**src/lsfs_map.svh**
```systemverilog
`ifndef LSFS_MAP_SVH
`define LSFS_MAP_SVH

// flash timing, in milliseconds, and the clock period in picoseconds
`define LSFS_CLK_PERIOD_PS    5000
`define LSFS_CLK_HZ           200000000
`define LSFS_TICK_US          1000
`define LSFS_ON_MS            150
`define LSFS_GAP_MS           250
`define LSFS_FRAME_GAP_MS     1000
// cycles of one prescaler tick (1 ms at 200 MHz)
`define LSFS_TICK_CYCLES      ((`LSFS_CLK_HZ / 1000000) * `LSFS_TICK_US)
// count widths
`define LSFS_CNT_W            6
`define LSFS_MS_W             11
`define LSFS_PRE_W            18
// colour code field positions on the led bus
`define LSFS_LED_RED_BIT      1
`define LSFS_LED_GREEN_BIT    0

`endif

```
**src/lsfs_pkg.sv**
```systemverilog
package lsfs_pkg;
    typedef enum logic [1:0]
    {
        LSFS_OFF,
        LSFS_RED,
        LSFS_GREEN,
        LSFS_YELLOW
    } lsfs_colour_t;

    typedef struct packed
    {
        logic       red;
        logic       green;
    } lsfs_led_t;

    typedef struct packed
    {
        logic       power_good;
        logic [5:0] gps_sbas_cnt;
        logic [5:0] glonass_cnt;
    } lsfs_status_t;
endpackage

```
**src/lsfs_flash_timer.sv**
```systemverilog
`include "lsfs_map.svh"

module lsfs_flash_timer
    import lsfs_pkg::*;
(
    input  wire logic                   clk_in,
    input  wire logic                   rst_in,
    input  wire logic                   start_in,
    input  wire logic [`LSFS_MS_W-1:0]  on_ms_in,
    input  wire logic [`LSFS_MS_W-1:0]  gap_ms_in,
    output logic                        lit_out,
    output logic                        done_out
);
    ////////////////////////////////////////////////////////////////////////////
    // one flash: lit for on_ms, then dark for gap_ms, then a done pulse
    logic [`LSFS_PRE_W-1:0] pre_r;
    logic [`LSFS_PRE_W-1:0] pre_nxt;
    logic [`LSFS_MS_W-1:0]  ms_r;
    logic [`LSFS_MS_W-1:0]  ms_nxt;
    logic                   busy_r;
    logic                   busy_nxt;
    logic                   lit_r;
    logic                   lit_nxt;
    logic                   done_r;
    logic                   done_nxt;
    logic                   tick;

    always_comb
    begin
        tick     = (pre_r == `LSFS_PRE_W'(`LSFS_TICK_CYCLES - 1));
        pre_nxt  = (tick || !busy_r) ? '0 : pre_r + 1'b1;
        ms_nxt   = ms_r;
        busy_nxt = busy_r;
        lit_nxt  = lit_r;
        done_nxt = 1'b0;
        if (!busy_r)
        begin
            if (start_in)
            begin
                busy_nxt = 1'b1;
                lit_nxt  = 1'b1;
                ms_nxt   = on_ms_in;
            end
        end
        else if (tick)
        begin
            if (ms_r > `LSFS_MS_W'(1))
            begin
                ms_nxt = ms_r - 1'b1;
            end
            else if (lit_r && gap_ms_in != '0)
            begin
                lit_nxt = 1'b0;
                ms_nxt  = gap_ms_in;
            end
            else
            begin
                lit_nxt  = 1'b0;
                busy_nxt = 1'b0;
                done_nxt = 1'b1;
            end
        end
    end

    always_ff @(posedge clk_in)
    begin
        if (rst_in)
        begin
            pre_r  <= '0;
            ms_r   <= '0;
            busy_r <= 1'b0;
            lit_r  <= 1'b0;
            done_r <= 1'b0;
        end
        else
        begin
            pre_r  <= pre_nxt;
            ms_r   <= ms_nxt;
            busy_r <= busy_nxt;
            lit_r  <= lit_nxt;
            done_r <= done_nxt;
        end
    end

    assign lit_out  = lit_r;
    assign done_out = done_r;
endmodule

```
**src/lsfs_led_sequencer.sv**
```systemverilog
// How it works
// frame opens with one red power flash
// then green flashes, one per GPS/SBAS lock
// one yellow flash ends first green run
// then green flashes, one per GLONASS lock
// red closes frame, frame then repeats while power good holds
// no lock: uniform red, yellow alternation
// fixed prescaled flash timing; counts sampled at start
`include "lsfs_map.svh"

module lsfs_led_sequencer
    import lsfs_pkg::*;
(
    input  wire logic                   CLK_IN,
    input  wire logic                   RST_IN,
    input  wire logic                   POWER_GOOD_IN,
    input  wire logic [`LSFS_CNT_W-1:0] GPS_SBAS_CNT_IN,
    input  wire logic [`LSFS_CNT_W-1:0] GLONASS_CNT_IN,
    output lsfs_led_t                   LED_OUT,
    output logic                        FRAME_START_OUT
);
    ////////////////////////////////////////////////////////////////////////////
    // pin synchroniser: three flops, a change counts when the last two agree
    lsfs_status_t s1_r;
    lsfs_status_t s2_r;
    lsfs_status_t s3_r;
    lsfs_status_t st_r;
    lsfs_status_t st_nxt;
    lsfs_status_t raw;

    always_comb
    begin
        raw.power_good   = POWER_GOOD_IN;
        raw.gps_sbas_cnt = GPS_SBAS_CNT_IN;
        raw.glonass_cnt  = GLONASS_CNT_IN;
        st_nxt           = (s2_r == s3_r) ? s3_r : st_r;
    end

    always_ff @(posedge CLK_IN)
    begin
        if (RST_IN)
        begin
            s1_r <= '0;
            s2_r <= '0;
            s3_r <= '0;
            st_r <= '0;
        end
        else
        begin
            s1_r <= raw;
            s2_r <= s1_r;
            s3_r <= s2_r;
            st_r <= st_nxt;
        end
    end

    ////////////////////////////////////////////////////////////////////////////
    // frame sequencer
    typedef enum logic [2:0]
    {
        SQ_IDLE,
        SQ_OPEN_RED,
        SQ_GREEN_A,
        SQ_YELLOW,
        SQ_GREEN_B,
        SQ_CLOSE_RED,
        SQ_NOLOCK_RED,
        SQ_NOLOCK_YEL
    } lsfs_seq_t;

    function automatic lsfs_colour_t colour_of(input lsfs_seq_t s);
        case (s)
            SQ_OPEN_RED, SQ_CLOSE_RED, SQ_NOLOCK_RED: colour_of = LSFS_RED;
            SQ_GREEN_A, SQ_GREEN_B:                   colour_of = LSFS_GREEN;
            SQ_YELLOW, SQ_NOLOCK_YEL:                 colour_of = LSFS_YELLOW;
            default:                                  colour_of = LSFS_OFF;
        endcase
    endfunction

    localparam logic [`LSFS_MS_W-1:0] ON_MS  = `LSFS_MS_W'(`LSFS_ON_MS);
    localparam logic [`LSFS_MS_W-1:0] GAP_MS = `LSFS_MS_W'(`LSFS_GAP_MS);
    localparam logic [`LSFS_MS_W-1:0] END_MS = `LSFS_MS_W'(`LSFS_FRAME_GAP_MS);

    lsfs_seq_t              seq_r;
    lsfs_seq_t              seq_nxt;
    logic [`LSFS_CNT_W-1:0] left_r;
    logic [`LSFS_CNT_W-1:0] left_nxt;
    logic [`LSFS_CNT_W-1:0] glo_r;
    logic [`LSFS_CNT_W-1:0] glo_nxt;
    logic                   start_r;
    logic                   start_nxt;
    logic                   fs_r;
    logic                   fs_nxt;
    logic                   lit;
    logic                   done;
    logic [`LSFS_MS_W-1:0]  gap_sel;
    lsfs_led_t              led_r;
    lsfs_led_t              led_nxt;
    lsfs_colour_t           col;
    logic                   locked;

    always_comb
    begin
        seq_nxt   = seq_r;
        left_nxt  = left_r;
        glo_nxt   = glo_r;
        start_nxt = 1'b0;
        fs_nxt    = 1'b0;
        locked    = (st_r.gps_sbas_cnt != '0) || (st_r.glonass_cnt != '0);
        gap_sel   = (seq_r == SQ_CLOSE_RED) ? END_MS : GAP_MS;
        case (seq_r)
            SQ_IDLE:
            begin
                if (st_r.power_good)
                begin
                    start_nxt = 1'b1;
                    if (locked)
                    begin
                        seq_nxt  = SQ_OPEN_RED;
                        left_nxt = st_r.gps_sbas_cnt;
                        glo_nxt  = st_r.glonass_cnt;
                        fs_nxt   = 1'b1;
                    end
                    else
                    begin
                        seq_nxt = SQ_NOLOCK_RED;
                    end
                end
            end
            SQ_OPEN_RED:
            begin
                if (done)
                begin
                    seq_nxt   = (left_r != '0) ? SQ_GREEN_A : SQ_YELLOW;
                    start_nxt = 1'b1;
                end
            end
            SQ_GREEN_A:
            begin
                if (done)
                begin
                    left_nxt  = left_r - 1'b1;
                    seq_nxt   = (left_r == 6'h01) ? SQ_YELLOW : SQ_GREEN_A;
                    start_nxt = 1'b1;
                end
            end
            SQ_YELLOW:
            begin
                if (done)
                begin
                    left_nxt  = glo_r;
                    seq_nxt   = (glo_r != '0) ? SQ_GREEN_B : SQ_CLOSE_RED;
                    start_nxt = 1'b1;
                end
            end
            SQ_GREEN_B:
            begin
                if (done)
                begin
                    left_nxt  = left_r - 1'b1;
                    seq_nxt   = (left_r == 6'h01) ? SQ_CLOSE_RED : SQ_GREEN_B;
                    start_nxt = 1'b1;
                end
            end
            SQ_CLOSE_RED:
            begin
                if (done)
                begin
                    seq_nxt = SQ_IDLE;
                end
            end
            SQ_NOLOCK_RED:
            begin
                if (done)
                begin
                    seq_nxt   = SQ_NOLOCK_YEL;
                    start_nxt = 1'b1;
                end
            end
            SQ_NOLOCK_YEL:
            begin
                if (done)
                begin
                    seq_nxt = SQ_IDLE;
                end
            end
            default:
            begin
                seq_nxt = SQ_IDLE;
            end
        endcase
        if (!st_r.power_good)
        begin
            seq_nxt   = SQ_IDLE;
            start_nxt = 1'b0;
        end
        col = lit ? colour_of(seq_r) : LSFS_OFF;
        led_nxt.red   = (col == LSFS_RED) || (col == LSFS_YELLOW);
        led_nxt.green = (col == LSFS_GREEN) || (col == LSFS_YELLOW);
    end

    always_ff @(posedge CLK_IN)
    begin
        if (RST_IN)
        begin
            seq_r   <= SQ_IDLE;
            left_r  <= '0;
            glo_r   <= '0;
            start_r <= 1'b0;
            fs_r    <= 1'b0;
            led_r   <= '0;
        end
        else
        begin
            seq_r   <= seq_nxt;
            left_r  <= left_nxt;
            glo_r   <= glo_nxt;
            start_r <= start_nxt;
            fs_r    <= fs_nxt;
            led_r   <= led_nxt;
        end
    end

    ////////////////////////////////////////////////////////////////////////////
    // every flash uses the same prescaled on time; the gap is GAP_MS except END_MS after the closing red
    lsfs_flash_timer u_timer
    (
        .clk_in    (CLK_IN),
        .rst_in    (RST_IN || !st_r.power_good),
        .start_in  (start_r),
        .on_ms_in  (ON_MS),
        .gap_ms_in (gap_sel),
        .lit_out   (lit),
        .done_out  (done)
    );

    assign LED_OUT         = led_r;
    assign FRAME_START_OUT = fs_r;
endmodule

```
**config.mk**
```make
export PLATFORM = sky130hd
export DESIGN_NAME = lsfs_led_sequencer
export DESIGN_NICKNAME = d
export VERILOG_FILES = /design/src/lsfs_pkg.sv /design/src/lsfs_flash_timer.sv /design/src/lsfs_led_sequencer.sv
export VERILOG_INCLUDE_DIRS = /design/src
export SDC_FILE = /design/constraint.sdc
export NUM_CORES = 1
export LEC_CHECK = 0
export BUFFER_PORTS_ARGS = -buffer_cell sky130_fd_sc_hd__buf_2
export CAP_MARGIN = 20
export CORE_MARGIN = 3
export CORE_UTILIZATION = 35
export CTS_BUF_LIST = sky130_fd_sc_hd__clkbuf_8 sky130_fd_sc_hd__clkbuf_16
export CTS_CLUSTER_SIZE = 14
export DETAILED_ROUTE_END_ITERATION = 10
export PLACE_DENSITY = 0.5
export SYNTH_ARGS = -nofsm -noshare
export SYNTH_HDL_FRONTEND = slang
export SYNTH_SLANG_ARGS = --single-unit
export TNS_END_PERCENT = 100
```
**constraint.sdc**
```tcl
create_clock -name CLK_IN -period 2.6 [get_ports CLK_IN]
set_input_delay 0.65 -clock CLK_IN [delete_from_list [all_inputs] [get_ports CLK_IN]]
set_output_delay 0.65 -clock CLK_IN [all_outputs]
set_load 0.02 [all_outputs]
```
==> results of run 1 <==
-- where the power goes --
part	internal (W)	switching, W
Combinational	0.0000451	0.0000455
Sequential	0.00160	0.0000126
Clock	0.000857	0.000612
-- flip-flops by register name (all words and copies together) (netlist names) --
signal and cells:
u_timer.done_out 1, s3_r 13, u_timer.ms_r 11, left_r 6
glo_r 6, u_timer.busy_r 1, u_timer.pre_r 18, s1_r 13
LED_OUT 2, st_r 13, s2_r 13, u_timer.lit_out 1
start_r 1, FRAME_START_OUT 1, seq_r 3
-- stage by stage --
step	total power [W]	worst slack (ns)	instance area, um2
after floorplan	0.00172	0.738	4420
after global placement	0.00174	0.544	4700
after detailed placement	0.00175	0.472	4700
after CTS	0.00323	0.465	5020
after global routing	0.00330	0.294	5020
final	0.00317	0.423	5020
-- area by class of cell --
class	count	area, um2
fill	1222	7140
multi-input combinational	344	2220
sequential	103	2060
clock buffer	9	225
tap	168	210
timing repair buffer	27	160
clock inverter	6	100
inverter	11	41.3
-- worst reg2reg max path: stages (launching register included) --
cell	delay, ns
dfxtp_1	0.37
nor4bb_1	0.55
nand2_1	0.24
a2111oi_0	0.59
a21boi_0	0.27
a21o_1	0.11
-- logic make-up after synthesis --
group,after synthesis,share of synthesized area [%]
fa+ha+maj,5,1.42
xor+xnor,33,6.54
mux,21,4.76
flops,103,46.7
buf+inv,32,3.00
simple gates,210,25.4
compound gates,75,12.2
-- cells in the final DEF, fill, tap and decap left out, types with 3 or more instances in the layout --
master,synthesis,routed
dfxtp_1,103,103
nor2_1,69,69
nor2b_1,46,46
nand2_1,26,26
mux2i_1,21,21
xor2_1,19,19
buf_2,4,17
a21oi_1,16,16
o21ai_0,16,16
xnor2_1,14,14
nand3_1,12,12
inv_1,11,11
buf_4,0,10
clkbuf_16,0,9
nor3_1,7,7
nor4_1,7,7
nor3b_1,7,7
nand4_1,6,6
and3_1,6,6
a31oi_1,5,5
nand2b_1,5,5
ha_1,5,5
o2111ai_1,4,4
or3_1,3,3
-- per-layer routing --
layer  wire length (um)  track usage (%)  share of wire [%]  vias up
li1                   -                -                  -     1712
met2               3710             18.9                 43       72
met5                  0                0                  0        -
met4                205             6.74                2.4        0
met1               4420             18.2                 51     1504
met3                344             2.44                4.0       18
-- how the worst max path moves through the flow --
| stage | start | endpoint | slack [ns] |
|---|---|---|---|
| final | u_timer.pre_r[6] | u_timer.ms_r[9] | 0.42 |
| after global routing | u_timer.pre_r[6] | u_timer.ms_r[9] | 0.29 |
| after floorplan | RST_IN | u_timer.ms_r[9] | 0.74 |
| after detailed placement | u_timer.pre_r[6] | u_timer.ms_r[9] | 0.47 |
| after global placement | u_timer.ms_r[1] | u_timer.ms_r[8] | 0.54 |
| after CTS | u_timer.pre_r[6] | u_timer.ms_r[9] | 0.46 |
==> impl_metrics.env, run 1 <==
export IMPL_status="finished, final reports clean"
export IMPL_syn_area_um2=4420
export IMPL_io_buffers=17
export IMPL_cp_depth=5
export IMPL_coreArea_um2=12200
export IMPL_layout_min_cycle_time_ns=2.18
export IMPL_layout_nets=516
export IMPL_drive_gt1_share_pct=10.8
export IMPL_dp_cells=653
export IMPL_ioPinCount=18
export IMPL_gp_congestion=0.864
export IMPL_cts_buffers_inserted=9
export IMPL_reg2reg_from="u_timer.pre_r[6]"
export IMPL_finalMaxSlewViolations=0
export IMPL_synth_edf_count=0
export IMPL_dieHeight_um=118
export IMPL_ys_flop_type="dfxtp_1"
export IMPL_end_kind="flop"
export IMPL_synthArstFlopShare_pct=0
export IMPL_post_cts_setup_buffers=0
export IMPL_synth_nets=499
export IMPL_power_density_nw_per_um2=632
export IMPL_crit_family="compound AO/OA/AOI/OAI gates"
export IMPL_syn_to_final_growth_pct=13.7
export IMPL_post_synth_top_area_cell="dfxtp_1"
export IMPL_required_ns=2.89
export IMPL_avgSynthCellArea_um2=9.22
export IMPL_initial_utilization_pct=36.3
export IMPL_grt_pass1_wl_mm=15.0
export IMPL_slowest_stage="a2111oi_0"
export IMPL_ys_types=62
export IMPL_grt_pass1_vias=3073
export IMPL_stdcell_count=668
export IMPL_postRouteAntennaNets=0
export IMPL_drc_errors=0
export IMPL_timing_fmax_ghz=0.459
export IMPL_rr_endpoint="u_timer.ms_r[9]"
export IMPL_yosysTopAreaCellShare_pct=46.7
export IMPL_clkTransAtPathRegs_ns=0.07
export IMPL_cts_sinks=103
export IMPL_grt_antenna_before_repair=0
export IMPL_synth_seq_cells=103
export IMPL_fin_util_pct=41.3
export IMPL_ctsResizeCount=0
export IMPL_setup_viol=0
export IMPL_path_buf_inv=0
export IMPL_vdd_ir_drop_max_mv=0.379
export IMPL_first_iter_violations=115
export IMPL_yosysWarnings=0
export IMPL_insertion_delay_ns=0.35
export IMPL_antennaDiodeCount=0
export IMPL_rows=40
export IMPL_min_path_cells=1
export IMPL_tritoncts="done"
export IMPL_hold_start="u_timer.pre_r[0]"
export IMPL_ctsHoldBuffers=0
export IMPL_via_count=3306
export IMPL_die_w_um=118
export IMPL_worst_hold_slack_ns=0.437
export IMPL_path_cells="nor4bb_1 -> nand2_1 -> a2111oi_0 -> a21boi_0 -> a21o_1"
export IMPL_cp_start_kind="flop"
export IMPL_fin_skew_ns=0.0109
export IMPL_cp_arrival_ns=2.47
export IMPL_rsz0062_at_grt="false"
export IMPL_synth_cells=479
export IMPL_routed_wl_mm=8.69
export IMPL_grt_start_max_net_pins=40
export IMPL_synthTopCellsByCount="dfxtp_1, nor2_1, nor2b_1"
export IMPL_slew_headroom_pct=55.5
export IMPL_synth_area_leaders="dfxtp_1, nor2b_1, nor2_1, mux2i_1, xor2_1"
export IMPL_cts_max_level=3
export IMPL_drv_cap=0
export IMPL_p_leak_nw=1.97
export IMPL_finalSetupTns_ns=0
export IMPL_grt_overflow_total=0
export IMPL_finalHoldViolations=0
export IMPL_worstHoldPathType="reg -> reg"
export IMPL_synth_most_common_cell="dfxtp_1"
export IMPL_cpPeakStageDelay_ns=0.59
export IMPL_r2r_cells=5
export IMPL_crit_fanout=6
export IMPL_clockRootBuffer="clkbuf_16"
export IMPL_crit_type="reg -> reg"
export IMPL_hold_end="u_timer.pre_r[0]"
export IMPL_grt_usage_pct=13.0
export IMPL_clockBufferDepth=2
export IMPL_post_route_period_util_pct=83.7
export IMPL_yosysSeqAreaShare_pct=46.7
export IMPL_die_area_um2=14000
export IMPL_wl_per_cell_um=13.0
export IMPL_first_pass_iters=4
export IMPL_regToRegSetupSlack_ns=0.42
export IMPL_tightest_slew_ns=0.662
export IMPL_via_per_inst=4.95
export IMPL_dp_hpwl_mm=6.09
Power figures use the tool's default switching activity.
==> run 2: changes to the inputs <==
clock period = 2.2 ns   (was 2.6 ns; I/O delays follow)
==> run 2 against run 1 <==
  * Setup slack got worse by 0.26 ns
  * Highest routed layer unchanged
  * Combinational power rose by 18%
  * Clock skew fell by 0.0022 ns
  * Hold slack got worse by 0.030 ns
  * Critical path depth did not move
  * Non-clock buffer count rose by 5
  * Largest power group unchanged
  * Count of clock-buffer cells in the layout did not move
  * Global-route usage rose by 0.22 points
  * Final cell count rose by 0.90%
  * Sequential share of layout area fell by 0.38 points
  * Via count fell by 0.15%
==> impl_metrics.env, run 2 (synthesized netlist as in run 1, its figures left out) <==
export IMPL_first_iter_violations=188
export IMPL_clkTransAtPathRegs_ns=0.07
export IMPL_via_per_inst=4.90
export IMPL_cts_buffers_inserted=9
export IMPL_seqPwrFrac_pct=51.8
export IMPL_stdcell_count=674
export IMPL_ioPinCount=18
export IMPL_path_cells="nor4_4 -> o2111ai_1 -> o211ai_2 -> nand2_1 -> o221a_2"
export IMPL_fin_skew_ns=0.00876
export IMPL_die_area_um2=14000
export IMPL_post_cts_setup_buffers=0
export IMPL_rows=40
export IMPL_regMostFlops="u_timer.pre_r"
export IMPL_post_route_period_util_pct=92.4
export IMPL_clockBufferDepth=2
export IMPL_insertion_delay_ns=0.34
export IMPL_fin_util_pct=41.7
export IMPL_antennaDiodeCount=0
export IMPL_final_common_cell="dfxtp_1"
export IMPL_clockPowerShare_pct=45.3
export IMPL_first_pass_iters=4
export IMPL_finalSetupTns_ns=0
export IMPL_internal_power_w=0.00286
export IMPL_io_buffers=17
export IMPL_grt_overflow_total=0
export IMPL_register_area_um2=2060
export IMPL_finalHoldViolations=0
export IMPL_rsz0062_at_grt="false"
export IMPL_largest_reg_flops=18
export IMPL_finalMaxSlewViolations=0
export IMPL_grt_antenna_before_repair=0
export IMPL_drc_errors=0
export IMPL_combPwrFrac_pct=2.9
export IMPL_slowest_stage="nor4_4"
export IMPL_timing_fmax_ghz=0.492
export IMPL_syn_to_final_growth_pct=14.8
export IMPL_dp_hpwl_mm=6.19
export IMPL_setup_viol=0
export IMPL_worstHoldPathType="in -> reg"
export IMPL_clockRootBuffer="clkbuf_16"
export IMPL_grt_pass1_wl_mm=15.3
export IMPL_layout_min_cycle_time_ns=2.03
export IMPL_required_ns=2.44
export IMPL_routed_wl_mm=8.79
export IMPL_fin_area_um2=5070
export IMPL_cp_start_kind="flop"
export IMPL_initial_utilization_pct=36.3
export IMPL_dpl_instance_area_um2=4730
export IMPL_crit_type="reg -> reg"
export IMPL_dieHeight_um=118
export IMPL_coreArea_um2=12200
export IMPL_total_power_w=0.00368
export IMPL_cts_max_level=3
export IMPL_status="finished, final reports clean"
export IMPL_grt_usage_pct=13.2
export IMPL_cpPeakStageDelay_ns=0.47
export IMPL_drive_gt1_share_pct=11.7
export IMPL_gp_congestion=0.882
export IMPL_grt_start_max_net_pins=68
export IMPL_slew_headroom_pct=55.0
export IMPL_ctsHoldBuffers=0
export IMPL_crit_fanout=6
export IMPL_multiInputGateArea_um2=2240
export IMPL_switching_power_w=0.000824
export IMPL_p_sw_share_pct=22.4
export IMPL_cp_arrival_ns=2.27
export IMPL_cts_sinks=103
export IMPL_drv_cap=0
export IMPL_layout_common_cells="dfxtp_1, nor2_1, nor2b_1"
export IMPL_tightest_slew_ns=0.675
export IMPL_wl_per_cell_um=13.0
export IMPL_dp_cells=658
export IMPL_die_w_um=118
export IMPL_layout_nets=521
export IMPL_power_density_nw_per_um2=726
export IMPL_grt_pass1_vias=3207
export IMPL_fillers=1185
export IMPL_via_count=3301
export IMPL_end_kind="flop"
export IMPL_vdd_ir_drop_max_mv=0.317
export IMPL_postRouteAntennaNets=0
export IMPL_p_leak_nw=2.01
export IMPL_tritoncts="done"
run 2: repair_timing:
item                                   CTS  global route
gates resized for setup                  0             3
endpoints found under the hold margin    0             0
setup endpoints to repair                0             4
run 2: layer usage:
| metal | GRT usage [%] | part of all wire (%) | vias up |
|---|---|---|---|
| li1 | - | - | 1714 |
| met1 | 18.2 | 51 | 1533 |
| met2 | 20.3 | 44 | 42 |
| met3 | 2.87 | 2.8 | 12 |
| met4 | 4.84 | 1.5 | 0 |
| met5 | 0 | 0 | - |
run 2: power groups by stage:
stage               registers [W]  clock network (W)  logic (W)
finish                    0.00191            0.00167   0.000107
global route              0.00191            0.00181   0.000122
CTS                       0.00191            0.00173   0.000110
detailed placement        0.00195                  0   0.000109
global placement          0.00195                  0   0.000108
floorplan                 0.00195                  0  0.0000805
run 2: worst paths after layout:
kind | start | endpoint | slack [ns] | cells after the start
setup reg to reg | u_timer.ms_r[2] | u_timer.ms_r[1] | 0.17 | 5
hold / removal | GPS_SBAS_CNT_IN[4] | s1_r[10] | 0.41 | 2
setup / recovery | u_timer.ms_r[2] | u_timer.ms_r[1] | 0.17 | 5
hold reg to reg | s1_r[0] | s2_r[0] | 0.44 | 1
run 2: critical path, delay by kind of cell, from the launching register on:
family	cells	cell delay, ns
AOI/OAI and AO/OA	3	0.95
DFF	1	0.38
and+or+nand+nor	2	0.60
run 2: layout make-up:
cell class	instances	area share, %
Clock buffer	9	4.44
Clock inverter	7	1.78
Inverter	11	0.814
Multi-Input combinational cell	344	44.2
Sequential cell	103	40.7
Tap cell	168	4.15
Timing Repair Buffer	32	3.90
run 2: through the flow:
step	setup slack (ns)	hold WS (ns)
2_1_floorplan	0.429	0.413
3_3_place_gp	0.207	0.422
3_5_place_dp	0.207	0.423
4_1_cts	0.195	0.395
5_1_grt	0.0171	0.407
6_report	0.166	0.407
